`src/dwps_sync.sv`:
```
// Package for the write/precharge/self-refresh block, plus its pin synchroniser.
// Assumes one system clock; every memory-side pin is asynchronous to it.
`timescale 1ns/1ns
package dwps_pkg;
  // Register byte offsets on the AXI4-Lite slave
  localparam logic [7:0] REG_CTRL = 8'h00;
  localparam logic [7:0] REG_STAT = 8'h04;
  localparam logic [7:0] REG_REFC = 8'h08;
  localparam logic [7:0] REG_PTR = 8'h0C;
  localparam logic [7:0] REG_DATA = 8'h10;
  // Control register fields
  localparam int CTRL_BURST_LSB = 0;
  localparam int CTRL_WLAT_LSB = 4;
  // Status register bits
  localparam int ST_SELF_REF = 8;
  localparam int ST_DLL_ON = 9;
  localparam int ST_XS_BUSY = 10;
  localparam int ST_XSDLL_BUSY = 11;
  localparam int ST_ERR_IDLE = 12;
  localparam int ST_ERR_OVF = 13;
  localparam int ST_BURST = 14;
  localparam int ST_ODT = 15;
  // Reset values
  localparam logic [1:0] BURST_RST = 2'h0;
  localparam logic [3:0] WLAT_RST = 4'h5;
  // Burst length field encodings
  localparam logic [1:0] BF_BL8 = 2'h0;
  localparam logic [1:0] BF_OTF = 2'h1;
  localparam logic [1:0] BF_BC4 = 2'h2;
  // Command codes {ras_n, cas_n, we_n} with chip select low
  localparam logic [2:0] CMD_MRS = 3'h0;
  localparam logic [2:0] CMD_REF = 3'h1;
  localparam logic [2:0] CMD_PRE = 3'h2;
  localparam logic [2:0] CMD_ACT = 3'h3;
  localparam logic [2:0] CMD_WR = 3'h4;
  // Address bit positions on the command bus
  localparam int PRE_ALL_BIT = 10;
  localparam int CHOP_SEL_BIT = 12;
  // AXI responses
  localparam logic [1:0] RESP_OKAY = 2'h0;
  localparam logic [1:0] RESP_SLVERR = 2'h2;
  // Timing: internal refresh spacing while in self refresh
  localparam int SYS_PERIOD_NS = 4;
  localparam int REF_INTERVAL_NS = 4000;
  localparam int REF_INT_CYC = REF_INTERVAL_NS / SYS_PERIOD_NS;
  // One queued write burst
  typedef struct packed {
    logic v;
    logic [7:0] start;
    logic chop;
    logic [2:0] bank;
    logic [3:0] col;
  } dwps_wslot_t;
endpackage

// Two-flop synchroniser for a bundle of pins
module dwps_sync #(
  parameter int W = 1
) (
  input wire logic clk,
  input wire logic rst_n,
  input wire logic [W-1:0] d,
  output logic [W-1:0] q
);
  // Both stages in one state record
  typedef struct packed {
    logic [W-1:0] s1;
    logic [W-1:0] s2;
  } dwps_sync_st_t;
  dwps_sync_st_t st_q;
  dwps_sync_st_t st_d;

  // Next state: first stage feeds only the second
  always_comb
  begin
    st_d.s1 = d;
    st_d.s2 = st_q.s1;
  end

  // State register
  always_ff @(posedge clk or negedge rst_n)
  begin
    if (!rst_n)
    begin
      st_q <= '0;
    end
    else
    begin
      st_q <= st_d;
    end
  end

  assign q = st_q.s2;
endmodule

```
`src/dwps_top.sv`:
```
// Memory-device command logic: write bursts, precharge, self refresh.
// Assumes all mem_* pins come from a controller on its own clock and are
// oversampled by clk; registers are reached over AXI4-Lite.
//
// The AXI4-Lite slave port and the placing of the registers are this design's own decisions.
`timescale 1ns/1ns

module dwps_top #(
  parameter logic [9:0] XS_CK = 10'h010,
  parameter logic [9:0] XSDLL_CK = 10'h040
) (
  input wire logic clk,
  input wire logic rst_n,
  input wire logic [7:0] s_axi_awaddr,
  input wire logic s_axi_awvalid,
  output logic s_axi_awready,
  input wire logic [31:0] s_axi_wdata,
  input wire logic [3:0] s_axi_wstrb,
  input wire logic s_axi_wvalid,
  output logic s_axi_wready,
  output logic [1:0] s_axi_bresp,
  output logic s_axi_bvalid,
  input wire logic s_axi_bready,
  input wire logic [7:0] s_axi_araddr,
  input wire logic s_axi_arvalid,
  output logic s_axi_arready,
  output logic [31:0] s_axi_rdata,
  output logic [1:0] s_axi_rresp,
  output logic s_axi_rvalid,
  input wire logic s_axi_rready,
  input wire logic mem_ck,
  input wire logic mem_reset_n,
  input wire logic mem_cke,
  input wire logic mem_cs_n,
  input wire logic mem_ras_n,
  input wire logic mem_cas_n,
  input wire logic mem_we_n,
  input wire logic [2:0] mem_ba,
  input wire logic [15:0] mem_addr,
  input wire logic termination_control_input,
  input wire logic mem_dqs,
  input wire logic data_mask_input,
  input wire logic [7:0] mem_dq
);
  // Whole module state
  typedef struct packed {
    logic aw_have;
    logic [7:0] aw_addr;
    logic w_have;
    logic [31:0] w_data;
    logic [3:0] w_strb;
    logic bvalid;
    logic [1:0] bresp;
    logic rvalid;
    logic [31:0] rdata;
    logic [1:0] rresp;
    logic [1:0] burst_length_field;
    logic [3:0] write_latency;
    logic [6:0] mem_ptr;
    logic ck_prev;
    logic dqs_prev;
    logic [7:0] ck_cnt;
    logic [7:0] bank_open;
    logic self_ref;
    logic dll_on;
    logic dll_reset;
    logic [9:0] exit_cnt;
    logic [15:0] ref_cnt;
    logic [9:0] ref_timer;
    logic err_idle;
    logic err_ovf;
    dwps_pkg::dwps_wslot_t cur;
    dwps_pkg::dwps_wslot_t nxt;
    logic cur_run;
    logic [2:0] beat;
  } dwps_st_t;

  dwps_st_t q;
  dwps_st_t n;
  logic [7:0] mem_q [0:127]; // 8 banks x 16 columns of bytes
  logic [36:0] sy; // Synchronised pin bundle
  logic sy_ck, sy_rst_n, sy_cke, sy_cs_n, sy_dqs, sy_dm, sy_odt;
  logic [2:0] sy_cmd, sy_ba;
  logic [15:0] sy_addr;
  logic [7:0] sy_dq;
  logic mem_we; // One byte write this cycle
  logic [6:0] mem_idx;
  logic [7:0] mem_wdata;
  logic [31:0] stat; // Status word
  logic [31:0] rd_word; // Read mux result
  logic [7:0] edge_idx; // Index of the current clock edge
  logic ck_rise, dqs_rise, dqs_fall, start_hit, run_now;
  logic [3:0] beat_col;
  dwps_pkg::dwps_wslot_t slot;

  // All pins pass two flops; same depth keeps them aligned to each other
  dwps_sync #(
    .W(37)
  ) u_sync (
    .clk(clk),
    .rst_n(rst_n),
    .d({mem_ck, mem_reset_n, mem_cke, mem_cs_n, mem_ras_n, mem_cas_n, mem_we_n,
        mem_ba, mem_addr, termination_control_input, mem_dqs, data_mask_input,
        mem_dq}),
    .q(sy)
  );
  assign {sy_ck, sy_rst_n, sy_cke, sy_cs_n, sy_cmd, sy_ba, sy_addr, sy_odt, sy_dqs,
          sy_dm, sy_dq} = sy;

  // Edge finders on the sampled link clock and strobe
  assign ck_rise = sy_ck & ~q.ck_prev;
  assign dqs_rise = sy_dqs & ~q.dqs_prev;
  assign dqs_fall = ~sy_dqs & q.dqs_prev;
  assign edge_idx = q.ck_cnt + 8'h01;
  // First data edge may coincide with the opening clock edge
  assign start_hit = ck_rise & q.cur.v & ~q.cur_run & (edge_idx == q.cur.start);
  assign run_now = q.cur_run | start_hit;

  // Status word
  always_comb
  begin
    stat = '0;
    stat[7:0] = q.bank_open;
    stat[dwps_pkg::ST_SELF_REF] = q.self_ref;
    stat[dwps_pkg::ST_DLL_ON] = q.dll_on;
    stat[dwps_pkg::ST_XS_BUSY] = ~q.self_ref & (q.exit_cnt < XS_CK);
    stat[dwps_pkg::ST_XSDLL_BUSY] = ~q.self_ref & (q.exit_cnt < XSDLL_CK);
    stat[dwps_pkg::ST_ERR_IDLE] = q.err_idle;
    stat[dwps_pkg::ST_ERR_OVF] = q.err_ovf;
    stat[dwps_pkg::ST_BURST] = q.cur.v;
    stat[dwps_pkg::ST_ODT] = sy_odt;
  end

  // Read data mux
  always_comb
  begin
    rd_word = '0;
    case (s_axi_araddr)
      dwps_pkg::REG_CTRL:
      begin
        rd_word[dwps_pkg::CTRL_BURST_LSB +: 2] = q.burst_length_field;
        rd_word[dwps_pkg::CTRL_WLAT_LSB +: 4] = q.write_latency;
      end
      dwps_pkg::REG_STAT: rd_word = stat;
      dwps_pkg::REG_REFC: rd_word[15:0] = q.ref_cnt;
      dwps_pkg::REG_PTR: rd_word[6:0] = q.mem_ptr;
      dwps_pkg::REG_DATA: rd_word[7:0] = mem_q[q.mem_ptr];
      default: rd_word = '0; // Unmapped reads zero
    endcase
  end

  // Beat column: wraps inside a block of four or eight
  always_comb
  begin
    if (q.cur.chop)
    begin
      beat_col = {q.cur.col[3:2], q.cur.col[1:0] + q.beat[1:0]};
    end
    else
    begin
      beat_col = {q.cur.col[3], q.cur.col[2:0] + q.beat};
    end
  end

  // Slot built from a write command on the bus
  always_comb
  begin
    slot.v = 1'b1;
    slot.start = edge_idx + {4'h0, q.write_latency};
    slot.chop = (q.burst_length_field == dwps_pkg::BF_BC4) ||
                ((q.burst_length_field == dwps_pkg::BF_OTF) &&
                 !sy_addr[dwps_pkg::CHOP_SEL_BIT]);
    slot.bank = sy_ba;
    slot.col = sy_addr[3:0];
  end

  // Next-state logic: bus slave first, link second so hardware sets win
  always_comb
  begin
    n = q;
    mem_we = 1'b0;
    mem_idx = {q.cur.bank, beat_col};
    mem_wdata = sy_dq;
    n.dll_reset = 1'b0;
    // Write address and data taken in either order
    if (s_axi_awvalid && !q.aw_have)
    begin
      n.aw_have = 1'b1;
      n.aw_addr = s_axi_awaddr;
    end
    if (s_axi_wvalid && !q.w_have)
    begin
      n.w_have = 1'b1;
      n.w_data = s_axi_wdata;
      n.w_strb = s_axi_wstrb;
    end
    if (q.bvalid && s_axi_bready)
    begin
      n.bvalid = 1'b0;
    end
    // Both halves held: perform the write and answer
    if (q.aw_have && q.w_have && !q.bvalid)
    begin
      n.aw_have = 1'b0;
      n.w_have = 1'b0;
      n.bvalid = 1'b1;
      n.bresp = dwps_pkg::RESP_OKAY;
      case (q.aw_addr)
        dwps_pkg::REG_CTRL:
        begin
          if (q.w_strb[0])
          begin
            n.burst_length_field = q.w_data[dwps_pkg::CTRL_BURST_LSB +: 2];
            n.write_latency = q.w_data[dwps_pkg::CTRL_WLAT_LSB +: 4];
          end
        end
        dwps_pkg::REG_STAT:
        begin
          // Error flags clear by writing one
          if (q.w_strb[1] && q.w_data[dwps_pkg::ST_ERR_IDLE])
          begin
            n.err_idle = 1'b0;
          end
          if (q.w_strb[1] && q.w_data[dwps_pkg::ST_ERR_OVF])
          begin
            n.err_ovf = 1'b0;
          end
        end
        dwps_pkg::REG_PTR:
        begin
          if (q.w_strb[0])
          begin
            n.mem_ptr = q.w_data[6:0];
          end
        end
        dwps_pkg::REG_REFC, dwps_pkg::REG_DATA: ; // Read-only, write ignored
        default: n.bresp = dwps_pkg::RESP_SLVERR; // Unmapped
      endcase
    end
    // Read channel: one outstanding answer
    if (q.rvalid && s_axi_rready)
    begin
      n.rvalid = 1'b0;
    end
    if (s_axi_arvalid && !q.rvalid)
    begin
      n.rvalid = 1'b1;
      n.rdata = rd_word;
      n.rresp = dwps_pkg::RESP_OKAY;
      case (s_axi_araddr)
        dwps_pkg::REG_CTRL, dwps_pkg::REG_STAT, dwps_pkg::REG_REFC,
        dwps_pkg::REG_PTR, dwps_pkg::REG_DATA: ;
        default: n.rresp = dwps_pkg::RESP_SLVERR;
      endcase
    end

    // Link edge trackers
    n.ck_prev = sy_ck;
    n.dqs_prev = sy_dqs;
    if (ck_rise)
    begin
      n.ck_cnt = edge_idx;
    end
    if (start_hit)
    begin
      n.cur_run = 1'b1;
    end
    // Data beats: first on a rising strobe, then every strobe edge;
    // the preamble's falling edge comes before the window opens
    if (run_now && q.cur.v && (dqs_rise || (dqs_fall && q.beat != 3'h0)))
    begin
      mem_we = ~sy_dm;
      n.beat = q.beat + 3'h1;
      if (q.beat == (q.cur.chop ? 3'h3 : 3'h7))
      begin
        // Burst done: a concatenated write moves up
        n.cur = q.nxt;
        n.nxt.v = 1'b0;
        n.cur_run = 1'b0;
        n.beat = 3'h0;
      end
    end
    // Exit delays count link clock edges after exit
    if (ck_rise && !q.self_ref && q.exit_cnt < XSDLL_CK)
    begin
      n.exit_cnt = q.exit_cnt + 10'h001;
    end
    // Periodic internal refresh; system clock, as the link clock may stop
    if (q.self_ref)
    begin
      if (q.ref_timer == 10'(dwps_pkg::REF_INT_CYC - 1))
      begin
        n.ref_timer = 10'h000;
        n.ref_cnt = q.ref_cnt + 16'h0001;
      end
      else
      begin
        n.ref_timer = q.ref_timer + 10'h001;
      end
    end
    // Command decode on each rising link clock edge
    if (ck_rise)
    begin
      if (q.self_ref)
      begin
        // Only clock enable is watched here
        if (sy_cke)
        begin
          n.self_ref = 1'b0;
          n.dll_on = 1'b1;
          n.dll_reset = 1'b1;
          n.exit_cnt = 10'h000;
        end
      end
      else if (!sy_cs_n)
      begin
        if (!sy_cke)
        begin
          // Refresh with enable low enters; other low-enable commands ignored
          if (sy_cmd == dwps_pkg::CMD_REF)
          begin
            n.self_ref = 1'b1;
            n.dll_on = 1'b0;
            n.ref_cnt = q.ref_cnt + 16'h0001;
            n.ref_timer = 10'h000;
          end
        end
        else
        begin
          case (sy_cmd)
            dwps_pkg::CMD_MRS:
            begin
              if (sy_ba == 3'h0)
              begin
                n.burst_length_field = sy_addr[1:0];
              end
            end
            dwps_pkg::CMD_REF: n.ref_cnt = q.ref_cnt + 16'h0001;
            dwps_pkg::CMD_PRE:
            begin
              if (sy_addr[dwps_pkg::PRE_ALL_BIT])
              begin
                n.bank_open = 8'h00;
              end
              else
              begin
                n.bank_open[sy_ba] = 1'b0;
              end
            end
            dwps_pkg::CMD_ACT: n.bank_open[sy_ba] = 1'b1;
            dwps_pkg::CMD_WR:
            begin
              if (!q.bank_open[sy_ba])
              begin
                n.err_idle = 1'b1;
              end
              else if (!n.cur.v)
              begin
                n.cur = slot;
              end
              else if (!n.nxt.v)
              begin
                n.nxt = slot;
              end
              else
              begin
                n.err_ovf = 1'b1;
              end
            end
            default: ; // Read, no-op and others need no action here
          endcase
        end
      end
    end
    // Device reset pin clears the memory-side state
    if (!sy_rst_n)
    begin
      n.bank_open = 8'h00;
      n.self_ref = 1'b0;
      n.dll_on = 1'b1;
      n.dll_reset = 1'b0;
      n.exit_cnt = XSDLL_CK;
      n.cur = '0;
      n.nxt = '0;
      n.cur_run = 1'b0;
      n.beat = 3'h0;
      n.burst_length_field = dwps_pkg::BURST_RST;
    end
  end

  // State register
  always_ff @(posedge clk or negedge rst_n)
  begin
    if (!rst_n)
    begin
      q <= '0;
      q.burst_length_field <= dwps_pkg::BURST_RST;
      q.write_latency <= dwps_pkg::WLAT_RST;
      q.dll_on <= 1'b1;
      q.exit_cnt <= XSDLL_CK;
    end
    else
    begin
      q <= n;
    end
  end

  // Byte array; no reset, contents are undefined until written
  always_ff @(posedge clk)
  begin
    if (mem_we)
    begin
      mem_q[mem_idx] <= mem_wdata;
    end
  end

  // Bus outputs
  assign s_axi_awready = ~q.aw_have;
  assign s_axi_wready = ~q.w_have;
  assign s_axi_bvalid = q.bvalid;
  assign s_axi_bresp = q.bresp;
  assign s_axi_arready = ~q.rvalid;
  assign s_axi_rvalid = q.rvalid;
  assign s_axi_rdata = q.rdata;
  assign s_axi_rresp = q.rresp;
endmodule
```
`config.mk`:
```
export PLATFORM = sky130hd
export DESIGN_NAME = dwps_top
export DESIGN_NICKNAME = d
export VERILOG_FILES = /design/src/dwps_sync.sv /design/src/dwps_top.sv
export SDC_FILE = /design/constraint.sdc
export NUM_CORES = 1
export LEC_CHECK = 0
export BUFFER_PORTS_ARGS = -buffer_cell sky130_fd_sc_hd__buf_2
export CAP_MARGIN = 30
export CORE_MARGIN = 1.5
export CORE_UTILIZATION = 40
export CTS_CLUSTER_DIAMETER = 80
export CTS_CLUSTER_SIZE = 30
export DETAILED_ROUTE_END_ITERATION = 10
export HOLD_SLACK_MARGIN = 0.12
export PLACE_DENSITY = 0.56
export SLEW_MARGIN = 30
export SYNTH_ARGS = -nofsm -noshare
export SYNTH_HDL_FRONTEND = slang
export SYNTH_SLANG_ARGS = --single-unit
```
`constraint.sdc`:
```
create_clock -name clk -period 3.8 [get_ports clk]
set_input_delay 0.76 -clock clk [delete_from_list [all_inputs] [get_ports clk]]
set_output_delay 0.76 -clock clk [all_outputs]
set_load 0.1 [all_outputs]
```
* Yosys cells after proc, flatten, opt, wreduce, memory -nomap -nowiden
Memories as Yosys holds them, arrays and structs flattened. Index checks and enable logic that the tools add are counted.
Word-level totals: register bits after elaboration 251, latch bits 0, logic and storage cells 220, memories kept 1, memory bits (read-only) 0, output and inout port bits 41, memory bits (writable) 1024
Memories:
- mem_q | words 128, bits a word 8, read ports 1, clocked after Yosys merged registers in 0, write ports 1, line dwps_top.sv:80 | logic [7:0] mem_q [0:127];
Operators by class: $add $sub $neg 8, reductions and logical operators 40, equality and inequality tests 31, mux-type cells 77, bitwise logic cells 21, shifts and indexed selects 0, div/mod/pow operators 0, $mul 0, magnitude comparators 4
Operator list (number):
- two-way mux 62 bit | 2
- two-way mux 83 bit | 1
- two-way mux 16 bit | 5
- two-way mux 36 bit | 2
- two-way mux 35 bit | 2
- two-way mux 26 bit | 2
- two-way mux 10 bit | 4
- two-way mux 38 bit | 1
- two-way mux 37 bit | 1
- two-way mux 18 bit | 2
- equality test 8 x 4 -> 1 bit (second input constant) | 4
- one-hot mux 8 bit (2 select lines) | 2
- two-way mux 2 bit | 14
- two-way mux 13 bit | 2
- two-way mux 8 bit | 3
- two-way mux 21 bit | 1
- adder 10 x 1 -> 10 bit (second input constant) | 2
- != test 2 bit (second input constant) | 9
- two-way mux 17 bit | 1
- adder 16 x 1 -> 16 bit (second input constant) | 1
- equality test 8 x 3 -> 1 bit (second input constant) | 2
- equality test 8 x 5 -> 1 bit (second input constant) | 2
- logical AND 1 bit | 16
- zero test 8 bit | 2
- other kinds (46) | 98

* Longest topological paths before layout
Gate-level depths: netlist of the first run.
depth in word-level cells 18, mapped depth 12, depth with buffers taken out 11

* Modules after synthesis
Synthesis of the first run repeated with hierarchy kept, for this count alone.
Unflattened totals: cells, all modules 2868, area total of the unflattened synthesis 50049.3 um2
By module, submodules not included:
- dwps_top | area an instance 48197.5 um2, seq. area each 34533.1 um2, times used 1, cells an instance 2794
- dwps_sync | area an instance 1851.8 um2, seq. area each 1851.8 um2, times used 1, cells an instance 74

* Worst setup path before layout of the first run
No wires, ideal clock.
path kind reg2reg, start point reg q[87] in the netlist's numbering, end point mem mem_q[106][0] (enable), stages on the path, launching flop included 11, period minus slack after synthesis 3.374 ns, setup slack 0.426 ns, arrival 3.004 ns, data required time 3.430 ns, cells stage by stage dfrtp_1 -> ha_1 -> nand3_2 -> or3_1 -> a2111o_1 -> a211oi_4 -> o211a_1 -> buf_4 -> nand3_1 -> buf_2 -> nor2_1
On the way: word-level cells in the longest chain between the ends 9
Ends and longest elaborated chain:
- start: declaration | line dwps_top.sv:78 | dwps_st_t q;
- start signal: assignment | line dwps_top.sv:404 | q <= n;
- adder 8 x 1 -> 8 bit | line dwps_top.sv:114 | assign edge_idx = q.ck_cnt + 8'h01;
- equality test 8 bit | line dwps_top.sv:116 | assign start_hit = ck_rise & q.cur.v & ~q.cur_run & (edge_idx == q.cur.start);
- bitwise AND 1 bit | line dwps_top.sv:116
- bitwise OR 1 bit | line dwps_top.sv:117 | assign run_now = q.cur_run | start_hit;
- logical AND 1 bit (2 in series) | line dwps_top.sv:270 | if (run_now && q.cur.v && (dqs_rise || (dqs_fall && q.beat != 3'h0)))
- two-way mux 1 bit | line dwps_top.sv:270
- two-way mux 1 bit | line dwps_top.sv:411 | if (mem_we)
- two-way mux 1 bit (not written as such) | line dwps_top.sv:413 | mem_q[mem_idx] <= mem_wdata;
- end: declaration | line dwps_top.sv:80
No other way between the ends.

* Worst setup path after layout of the first run
start point reg q[97] in the netlist's numbering, end point reg q (netlist bit s_axi_rdata[7])
On the way: word-level cells in the longest chain between the ends 2
Ends and longest elaborated chain:
- memory (128 x 8 bit)
- one-hot mux 1 bit (4 select lines) | line dwps_top.sv:138 | case (s_axi_araddr)
No other way between the ends. A chain may end at the register's enable or synchronous reset.

==> results of run 1 <==
-- how the worst max path moves through the flow --
stage,to,depth (start not counted)
2_1_floorplan,mem_q[106][0],10
3_3_place_gp,s_axi_rdata[7],8
3_5_place_dp,s_axi_rdata[7],8
4_1_cts,s_axi_rdata[3],8
5_1_grt,mem_q[28][6],10
6_report,s_axi_rdata[7],8
-- final cells by class --
| class | instances | area share, % |
|---|---|---|
| clock inverter | 24 | 0.5212 |
| multi-input combinational | 1239 | 22.33 |
| clock buffer | 66 | 2.647 |
| sequential | 1229 | 65.64 |
| timing repair buffer | 345 | 4.984 |
| inverter | 23 | 0.1577 |
| tap | 1625 | 3.715 |
-- power breakdown --
part,internal [mW],total [mW],switching (mW)
Sequential,14.8,15.2,0.357
Clock,2.89,7.14,4.25
Combinational,1.45,3.55,2.10
Total,19.2,25.9,6.71
-- sequential cells by signal, summed over array words and instances (netlist names) --
register      count
s_axi_bresp       1
s_axi_bvalid      1
mem_q          1024
s_axi_rdata      16
u_sync.q         27
s_axi_rvalid      1
u_sync.st_d      27
q               128
s_axi_rresp       1
mem_idx           3
-- Yosys cell counts (5+ instances only) --
| cell type | n |
|---|---|
| a221oi_1 | 12 |
| xnor2_1 | 33 |
| clkbuf_1 | 69 |
| nand2b_1 | 12 |
| o221ai_1 | 44 |
| o21ai_0 | 49 |
| a211oi_1 | 36 |
| nor3_1 | 10 |
| a22oi_1 | 13 |
| a22o_1 | 8 |
| buf_4 | 47 |
| buf_2 | 33 |
| ha_1 | 11 |
| mux2_2 | 37 |
| nand3_1 | 36 |
| nor3b_1 | 5 |
| nand4_1 | 11 |
| nand2_1 | 117 |
| mux4_2 | 259 |
| edfxtp_1 | 1024 |
| nor2b_1 | 22 |
| o31ai_1 | 6 |
| a21oi_1 | 31 |
| inv_1 | 21 |
| mux2i_1 | 123 |
| xor2_1 | 19 |
| and3_1 | 21 |
| o22ai_1 | 26 |
| dfrtp_1 | 201 |
| nor2_1 | 212 |
| buf_1 | 14 |
-- stage by stage --
step,utilization (%),std cells,instance area (um2)
after floorplan,-,2660,49080
after detailed placement,43.34,4442,52750
after CTS,44.90,4548,54650
final,44.97,4551,54730
after global routing,44.97,4551,54730
after global placement,43.34,4442,52750
-- critical path, stage by stage (launching register included) --
cell and delay, ps:
dfrtp_4 600, buf_12 260, mux4_2 600, mux4_2 520, mux2i_1 390, nor2_1 80
a2111oi_1 730, buf_4 220, o311ai_0 130
-- layer usage --
| layer | GRT usage, % | share of wire [%] | vias up |
|---|---|---|---|
| li1 | - | - | 10940 |
| met1 | 25.80 | 44 | 13380 |
| met2 | 30.99 | 50 | 631 |
| met3 | 2.512 | 5.0 | 107 |
| met4 | 3.468 | 1.7 | 0 |
| met5 | 0 | 0 | - |
-- repair_timing --
action	in CTS	in global routing
gates resized for setup	2	2
cloned	0	0
endpoints found under the setup margin	2	13
hold buffers	16	0
hold endpoints to repair	65	0
-- cell families (layout without fill, tap and decap cells) --
kind of cell	Yosys count	count (layout)	share of synthesized area, %
flip-flops	1229	1229	73.22
other	1	18	0.007651
XOR/XNOR	54	54	1.021
buffers and inverters	192	458	1.999
multiplexers	420	420	15.29
AND/OR/NAND/NOR	471	471	4.268
AO/OA/AOI/OAI	263	263	3.832
adder cells (fa/ha/maj)	13	13	0.3625
==> metrics.csv, run 1 <==
metric,value,unit
Setup CP Type,reg2reg,
Post-synth EDFFs,1024,
chip height,353.0,um
vias in the first global route,25600,
Final Hold Viols,0,
Multi-input gate area,0.01222,mm2
count of final setup violators,0,
r2r startpoint,q[97],
min-delay src,mem_addr[12],
crit share post-route,97.48,%
GRT Total Usage,18.40,%
Port-buffer cells,84,
layout cells sized above 1,25.05,%
Worst Tran Pin Value,870.7,ps
Ports,137,
Hold Crit Depth,1,
Detail Placement HPWL,75.12,mm
Hold EP,u_sync.st_d[23],
first-pass GRT wire length,171.3,mm
post-synthesis sequential area ratio,73.22,%
total chip power,25.87,mW
Peak VDD IR,304.8,uV
register area,0.03593,mm2
Syn Inst Count,2643,
Hold/Removal Path Class,in2reg,
status,"complete, no violations",
final worst path period need,3704,ps
PwrDens,472.7,mW/mm2
fmax,270.0,MHz
setup ws final,95.69,ps
required time worst endpoint,4370,ps
CP arrival,4280,ps
mapped cell area,0.04901,mm2
#FFs+latches synth,1229,
Syn Area/Cell,18.54,um2
Post-Route WL,115.5,mm
pin count of the biggest net entering global routing,128,
# Post-CTS Setup Buffers,0,
Root Driver,clkbuf_16,
Worst Setup End Kind,flip-flop,
Detailed Routing Iterations Pass 1,5,
Worst Setup Start Kind,flip-flop,
Post-Route Skew,41.98,ps
die span in x,353.0,um
unrepaired setup endpoints after global routing,no,
Final Max Slew Viols,0,
clock slew at reported path FFs,110,ps
area grow syn2layout,11.67,%
row count,128,
Static Leakage,17.67,nW
r2r endpoint,s_axi_rdata[7],
vias,25060,
Die ar.,0.1246,mm2
drt drc,0,
post-synth cell types,73,
Syn. warnings,0,
gp weighted congestion,0.8240,
Clock Path Buffers,3,
Post-synth top flop,edfxtp_1,
Antenna Nets Post-Route,0,
Worst setup startpoint,q[97],
Starting DRT DRC Count,2107,
CTS tree,built,
Reg2Reg Setup Slack,100,ps
routed vias/inst,5.506,
total gr overflow,0,
Max Cap Viol,0,
Sink Count,1229,
core area,0.1217,mm2
clk_lat worst skew,710,ps
Ant. Diodes,0,
"most common cell after layout, fill and taps aside",edfxtp_1,
filler instances,10380,
crit-path max FO,24,
total CTS buffers,53,
synth top area cells,"edfxtp_1, mux4_2, dfrtp_1",
Final nets,3000,
cell depth of the worst flop-to-flop path,8,
initial antenna violation count,2,
top cell type's share of synthesized area,62.74,%
Initial Util,40.27,%
Post-Place Setup Slack,-101.3,ps
setup TNS,0,ps
Avg WL per Cell,25.39,um
most frequent cells in the layout,"edfxtp_1, mux4_2, buf_4",
WHS,160.6,ps
H-tree level count,2,
largest area contributor in the netlist,edfxtp_1,
Worst slew margin,41.95,%
Post-synth ARST share,16.68,%
Power figures use the tool's default switching activity.
==> run 2, diff against run 1 <==
CELL_PAD_IN_SITES_DETAIL_PLACEMENT = 2   (was not set)
CELL_PAD_IN_SITES_GLOBAL_PLACEMENT = 2   (was not set)
CORE_UTILIZATION = 30   (was 40)
PLACE_DENSITY = not set   (was 0.56)
PLACE_DENSITY_LB_ADDON = 0.1   (was not set)
==> metrics.csv, run 2 (synthesis gave the netlist of run 1 again) <==
metric,value,unit
final worst path period need,3460,ps
Die ar.,0.1658,mm2
Hold/Removal Path Class,in2reg,
Final nets,3045,
GRT Total Usage,17.03,%
H-tree level count,3,
Ports,137,
die span in x,407.2,um
Detail Placement HPWL,91.43,mm
sequential share of power,51.3,%
"Cell Area, Placed",0.05359,mm2
initial antenna violation count,5,
setup TNS,0,ps
count of final setup violators,0,
Post-Route WL,141.2,mm
row count,148,
P_int,21.23,mW
Initial Util,30.18,%
first-pass GRT wire length,206.7,mm
Root Driver,clkbuf_16,
chip height,407.2,um
Switch Pwr,8.318,mW
pin count of the biggest net entering global routing,89,
fmax,289.0,MHz
Reg2Reg Setup Slack,340,ps
"most common cell after layout, fill and taps aside",edfxtp_1,
Worst Tran Pin Value,911.2,ps
routed vias/inst,4.927,
area grow syn2layout,16.55,%
Detailed Routing Iterations Pass 1,5,
total CTS buffers,83,
Antenna Nets Post-Route,0,
Worst Setup End Kind,flip-flop,
vias,25540,
crit share post-route,91.05,%
drt drc,0,
# Post-CTS Setup Buffers,0,
vias in the first global route,28380,
Peak VDD IR,333.5,uV
final instance count without filler cells,5183,
Port-buffer cells,84,
Final Max Slew Viols,0,
Comb pwr share,12.8,%
most frequent cells in the layout,"edfxtp_1, mux4_2, buf_4",
CTS tree,built,
Avg WL per Cell,27.25,um
Worst Setup Start Kind,flip-flop,
Worst slew margin,39.26,%
Starting DRT DRC Count,1664,
core area,0.1624,mm2
post-route cell area,0.05712,mm2
dpl cells,4998,
Top reg by flops,mem_q,
required time worst endpoint,4230,ps
clk_lat worst skew,720,ps
gp weighted congestion,0.7583,
layout cells sized above 1,26.98,%
Setup CP Type,reg2reg,
crit-path max FO,16,
Final Hold Viols,0,
clock power share,35.8,%
Static Leakage,18.48,nW
top flop regs,"mem_q (1024), q (128)",
status,"complete, no violations",
unrepaired setup endpoints after global routing,no,
Max Cap Viol,0,
Post-Route Skew,48.18,ps
Clock Path Buffers,3,
Sink Count,1229,
total chip power,29.55,mW
PwrDens,517.2,mW/mm2
clock slew at reported path FFs,80,ps
filler instances,15940,
Sw Ratio,28.15,%
CP arrival,3890,ps
max FFs per register,1024,
total gr overflow,0,
==> run 2: cell count changes in the layout (fill, tap and decap cells not counted), moves of 2 or more <==
cell and delta:
clkinv_2 -2, buf_12 +7, clkbuf_16 +30, inv_16 +10, clkinv_1 +4, clkinv_8 +8, bufinv_16 +4, inv_8 +7
inv_12 +10, diode_2 +2, clkbuf_1 -8, dlygate4sd3_1 +9
==> run 2: worst paths after layout <==
| kind | to | from | depth (start not counted) |
|---|---|---|---|
| worst min register to register | u_sync.q[35] | u_sync.st_d[35] | 0 |
| min in group asynchronous | q[44] | rst_n | 2 |
| max in group asynchronous | q[72] | rst_n | 3 |
| worst min-delay path | u_sync.st_d[4] | mem_dq[4] | 1 |
| worst max-delay path | mem_q[43][3] | q[88] | 10 |
| worst max register to register | mem_q[43][3] | q[88] | 10 |
==> run 2: what timing repair did <==
action,4_1_cts,5_1_grt
setup endpoints to repair,0,16
gates resized for setup,0,2
hold buffers,25,0
endpoints found under the hold margin,105,0
==> run 2: final cells by class <==
type,count,area (um2),area share (%)
Clock inverter,68,1032,1.807
Tap cell,2175,2721,4.764
Inverter,23,87.58,0.1533
Multi-Input combinational cell,1239,12250,21.44
Timing Repair Buffer,360,2950,5.165
Sequential cell,1229,35930,62.89
Antenna cell,2,5.005,0.008761
Clock buffer,87,2156,3.774
==> run 2: power groups by stage <==
| stage | Sequential (mW) | Clock, mW | Combinational [mW] |
|---|---|---|---|
| after floorplan | 15.4 | 0 | 2.47 |
| final | 15.2 | 10.6 | 3.80 |
| after detailed placement | 15.5 | 0 | 3.82 |
| after global placement | 15.5 | 0 | 3.76 |
| after global routing | 15.2 | 11.4 | 4.09 |
| after CTS | 15.2 | 11.0 | 3.86 |
==> run 2: metal layers <==
metal | vias up | track usage, % | wire, um
met2 | 360 | 28.79 | 70040
met1 | 13920 | 23.16 | 63630
li1 | 11110 | - | -
met4 | 0 | 4.268 | 2984
met5 | - | 0 | 0
met3 | 138 | 2.222 | 4587
==> run 2: per-stage QoR <==
stage	hold WS (ps)	util [%]	worst slack (ps)
floorplan	331.2	-	425.8
global placement	341.1	33.00	207.8
detailed placement	335.7	33.00	144.8
CTS	120.2	35.11	94.38
global route	153.8	35.17	111.0
finish	185.4	35.18	340.1
==> run 2: critical path, cell delays in order, from the launching register on <==
cell      delay (ps)
dfrtp_1          400
ha_1             260
nand3_2          170
or3_1            400
a2111o_1         480
a211oi_4         320
o211a_4          270
nand3_1          150
buf_12           240
nor2_1           260
buf_4            210
==> run 3, diff against run 2 <==
clock period = 4.15 ns   (was 3.8 ns; I/O delays follow)
==> metrics.csv, run 3 (synthesis gave the netlist of run 1 again) <==
metric,value,unit
Buf/Inv on CP,2,
crit share post-route,92.73,%
final instance count without filler cells,5152,
P_int,19.31,mW
most frequent cells in the layout,"edfxtp_1, mux4_2, buf_4",
Root Driver,clkbuf_16,
Post-Route WL,140.5,mm
"most common cell after layout, fill and taps aside",edfxtp_1,
CP arrival,4260,ps
first-pass GRT wire length,205.9,mm
GRT Total Usage,16.96,%
gp weighted congestion,0.7732,
initial antenna violation count,6,
required time worst endpoint,4560,ps
status,"complete, no violations",
dpl cells,4997,
Hold/Removal Path Class,in2reg,
unrepaired setup endpoints after global routing,no,
Detailed Routing Iterations Pass 1,4,
Clock Path Buffers,3,
final worst path period need,3849,ps
vias in the first global route,28410,
setup TNS,0,ps
area grow syn2layout,15.68,%
Multi-input gate area,0.01224,mm2
Max Cap Viol,0,
filler instances,15880,
Initial Util,30.18,%
Worst Tran Pin Value,1013,ps
Final nets,3017,
clock slew at reported path FFs,100,ps
total gr overflow,0,
Sw Ratio,28.15,%
Worst Setup Start Kind,flip-flop,
WHS,233.3,ps
layout cells sized above 1,27.15,%
chip height,407.2,um
Setup CP Type,reg2reg,
clock power share,35.5,%
max FFs per register,1024,
Static Leakage,18.28,nW
crit-path max FO,13,
fmax,259.8,MHz
pin count of the biggest net entering global routing,129,
routed vias/inst,4.952,
Peak VDD IR,309.4,uV
top flop regs,"mem_q (1024), q (128)",
core area,0.1624,mm2
CP max stage cell,a2111o_1,
# Post-CTS Setup Buffers,0,
H-tree level count,3,
Comb pwr share,12.6,%
Final Hold Viols,0,
Ports,137,
row count,148,
total CTS buffers,81,
Die ar.,0.1658,mm2
Worst Setup End Kind,flip-flop,
Avg WL per Cell,27.28,um
Crit path largest cell delay,490,ps
Util after Layout,34.91,%
register area,0.03593,mm2
PwrDens,473.9,mW/mm2
Detail Placement HPWL,92.51,mm
vias,25510,
Switch Pwr,7.563,mW
Worst slew margin,32.32,%
Top reg by flops,mem_q,
die span in x,407.2,um
Top delay family on crit path,compound AO/OA/AOI/OAI gates,
Starting DRT DRC Count,1736,
sequential share of power,51.9,%
Post-Route Skew,42.11,ps
Sink Count,1229,
Final Max Slew Viols,0,
count of final setup violators,0,
Antenna Nets Post-Route,0,
CTS tree,built,
drt drc,0,
Port-buffer cells,84,
CP most frequent cell,buf_4,
clk_lat worst skew,710,ps
crit path cell chain,ha_1 > nand3_2 > or3_1 > a2111o_1 > a211oi_4 > o211a_1 > nand3_1 > buf_4 > nor2_1 > buf_4,
[run 3: changes by cell type in the layout (fill, tap and decap cells not counted), moves of 2 or more]
cell,change
inv_16,-2
clkinv_4,+3
inv_6,-3
buf_12,-8
clkinv_1,-4
inv_12,+4
dlygate4sd3_1,-24
buf_4,+7
[run 3: final timing paths]
path	from	end	slack (ps)	cells past startpoint
min in group asynchronous	rst_n	q[75]	600	2
hold reg to reg	u_sync.st_d[2]	u_sync.q[2]	360	0
setup / recovery	q[87]	mem_q[26][4]	300	10
hold / removal	mem_addr[1]	u_sync.st_d[12]	230	1
setup reg to reg	q[87]	mem_q[26][4]	300	10
max in group asynchronous	rst_n	s_axi_rdata[7]	2510	4
[run 3: what timing repair did]
action                    4_1_cts  5_1_grt
hold buffers                    0        1
resized for setup               0        0
hold endpoints to repair        0       30
[run 3: through the flow]
step | setup WS (ps) | cell area [um2] | total power [mW]
final | 301.5 | 56700 | 26.87
after global routing | 89.75 | 56700 | 27.89
after CTS | 269.7 | 56630 | 27.32
after detailed placement | 333.6 | 53480 | 17.69
after global placement | 382.8 | 53480 | 17.61
after floorplan | 775.8 | 49080 | 16.37
[run 3: worst reg2reg max path: stages (launching register included)]
cell	delay [ps]
dfrtp_1	440
ha_1	260
nand3_2	160
or3_1	400
a2111o_1	490
a211oi_4	310
o211a_1	430
nand3_1	210
buf_4	300
nor2_1	350
buf_4	220
[run 3: final cells by class]
cell class	count	share of cell area, %
sequential	1229	63.36
multi-input combinational	1239	21.59
tap	2175	4.800
timing repair buffer	334	4.541
clock buffer	88	3.789
clock inverter	63	1.759
inverter	23	0.1545
antenna	1	0.004413
[run 3: power by group through the flow]
stage                     clock (mW)  sequential, mW  combinational, mW
final                           9.54            13.9               3.39
after CTS                       9.90            14.0               3.46
after floorplan                    0            14.1               2.27
after detailed placement           0            14.2               3.44
after global placement             0            14.2               3.39
after global routing            10.3            14.0               3.63
[run 3: routing by layer]
metal	track usage, %	part of all wire (%)
met5	0	0
met4	4.236	2.5
met3	2.330	3.0
met2	28.66	50
met1	23.00	45
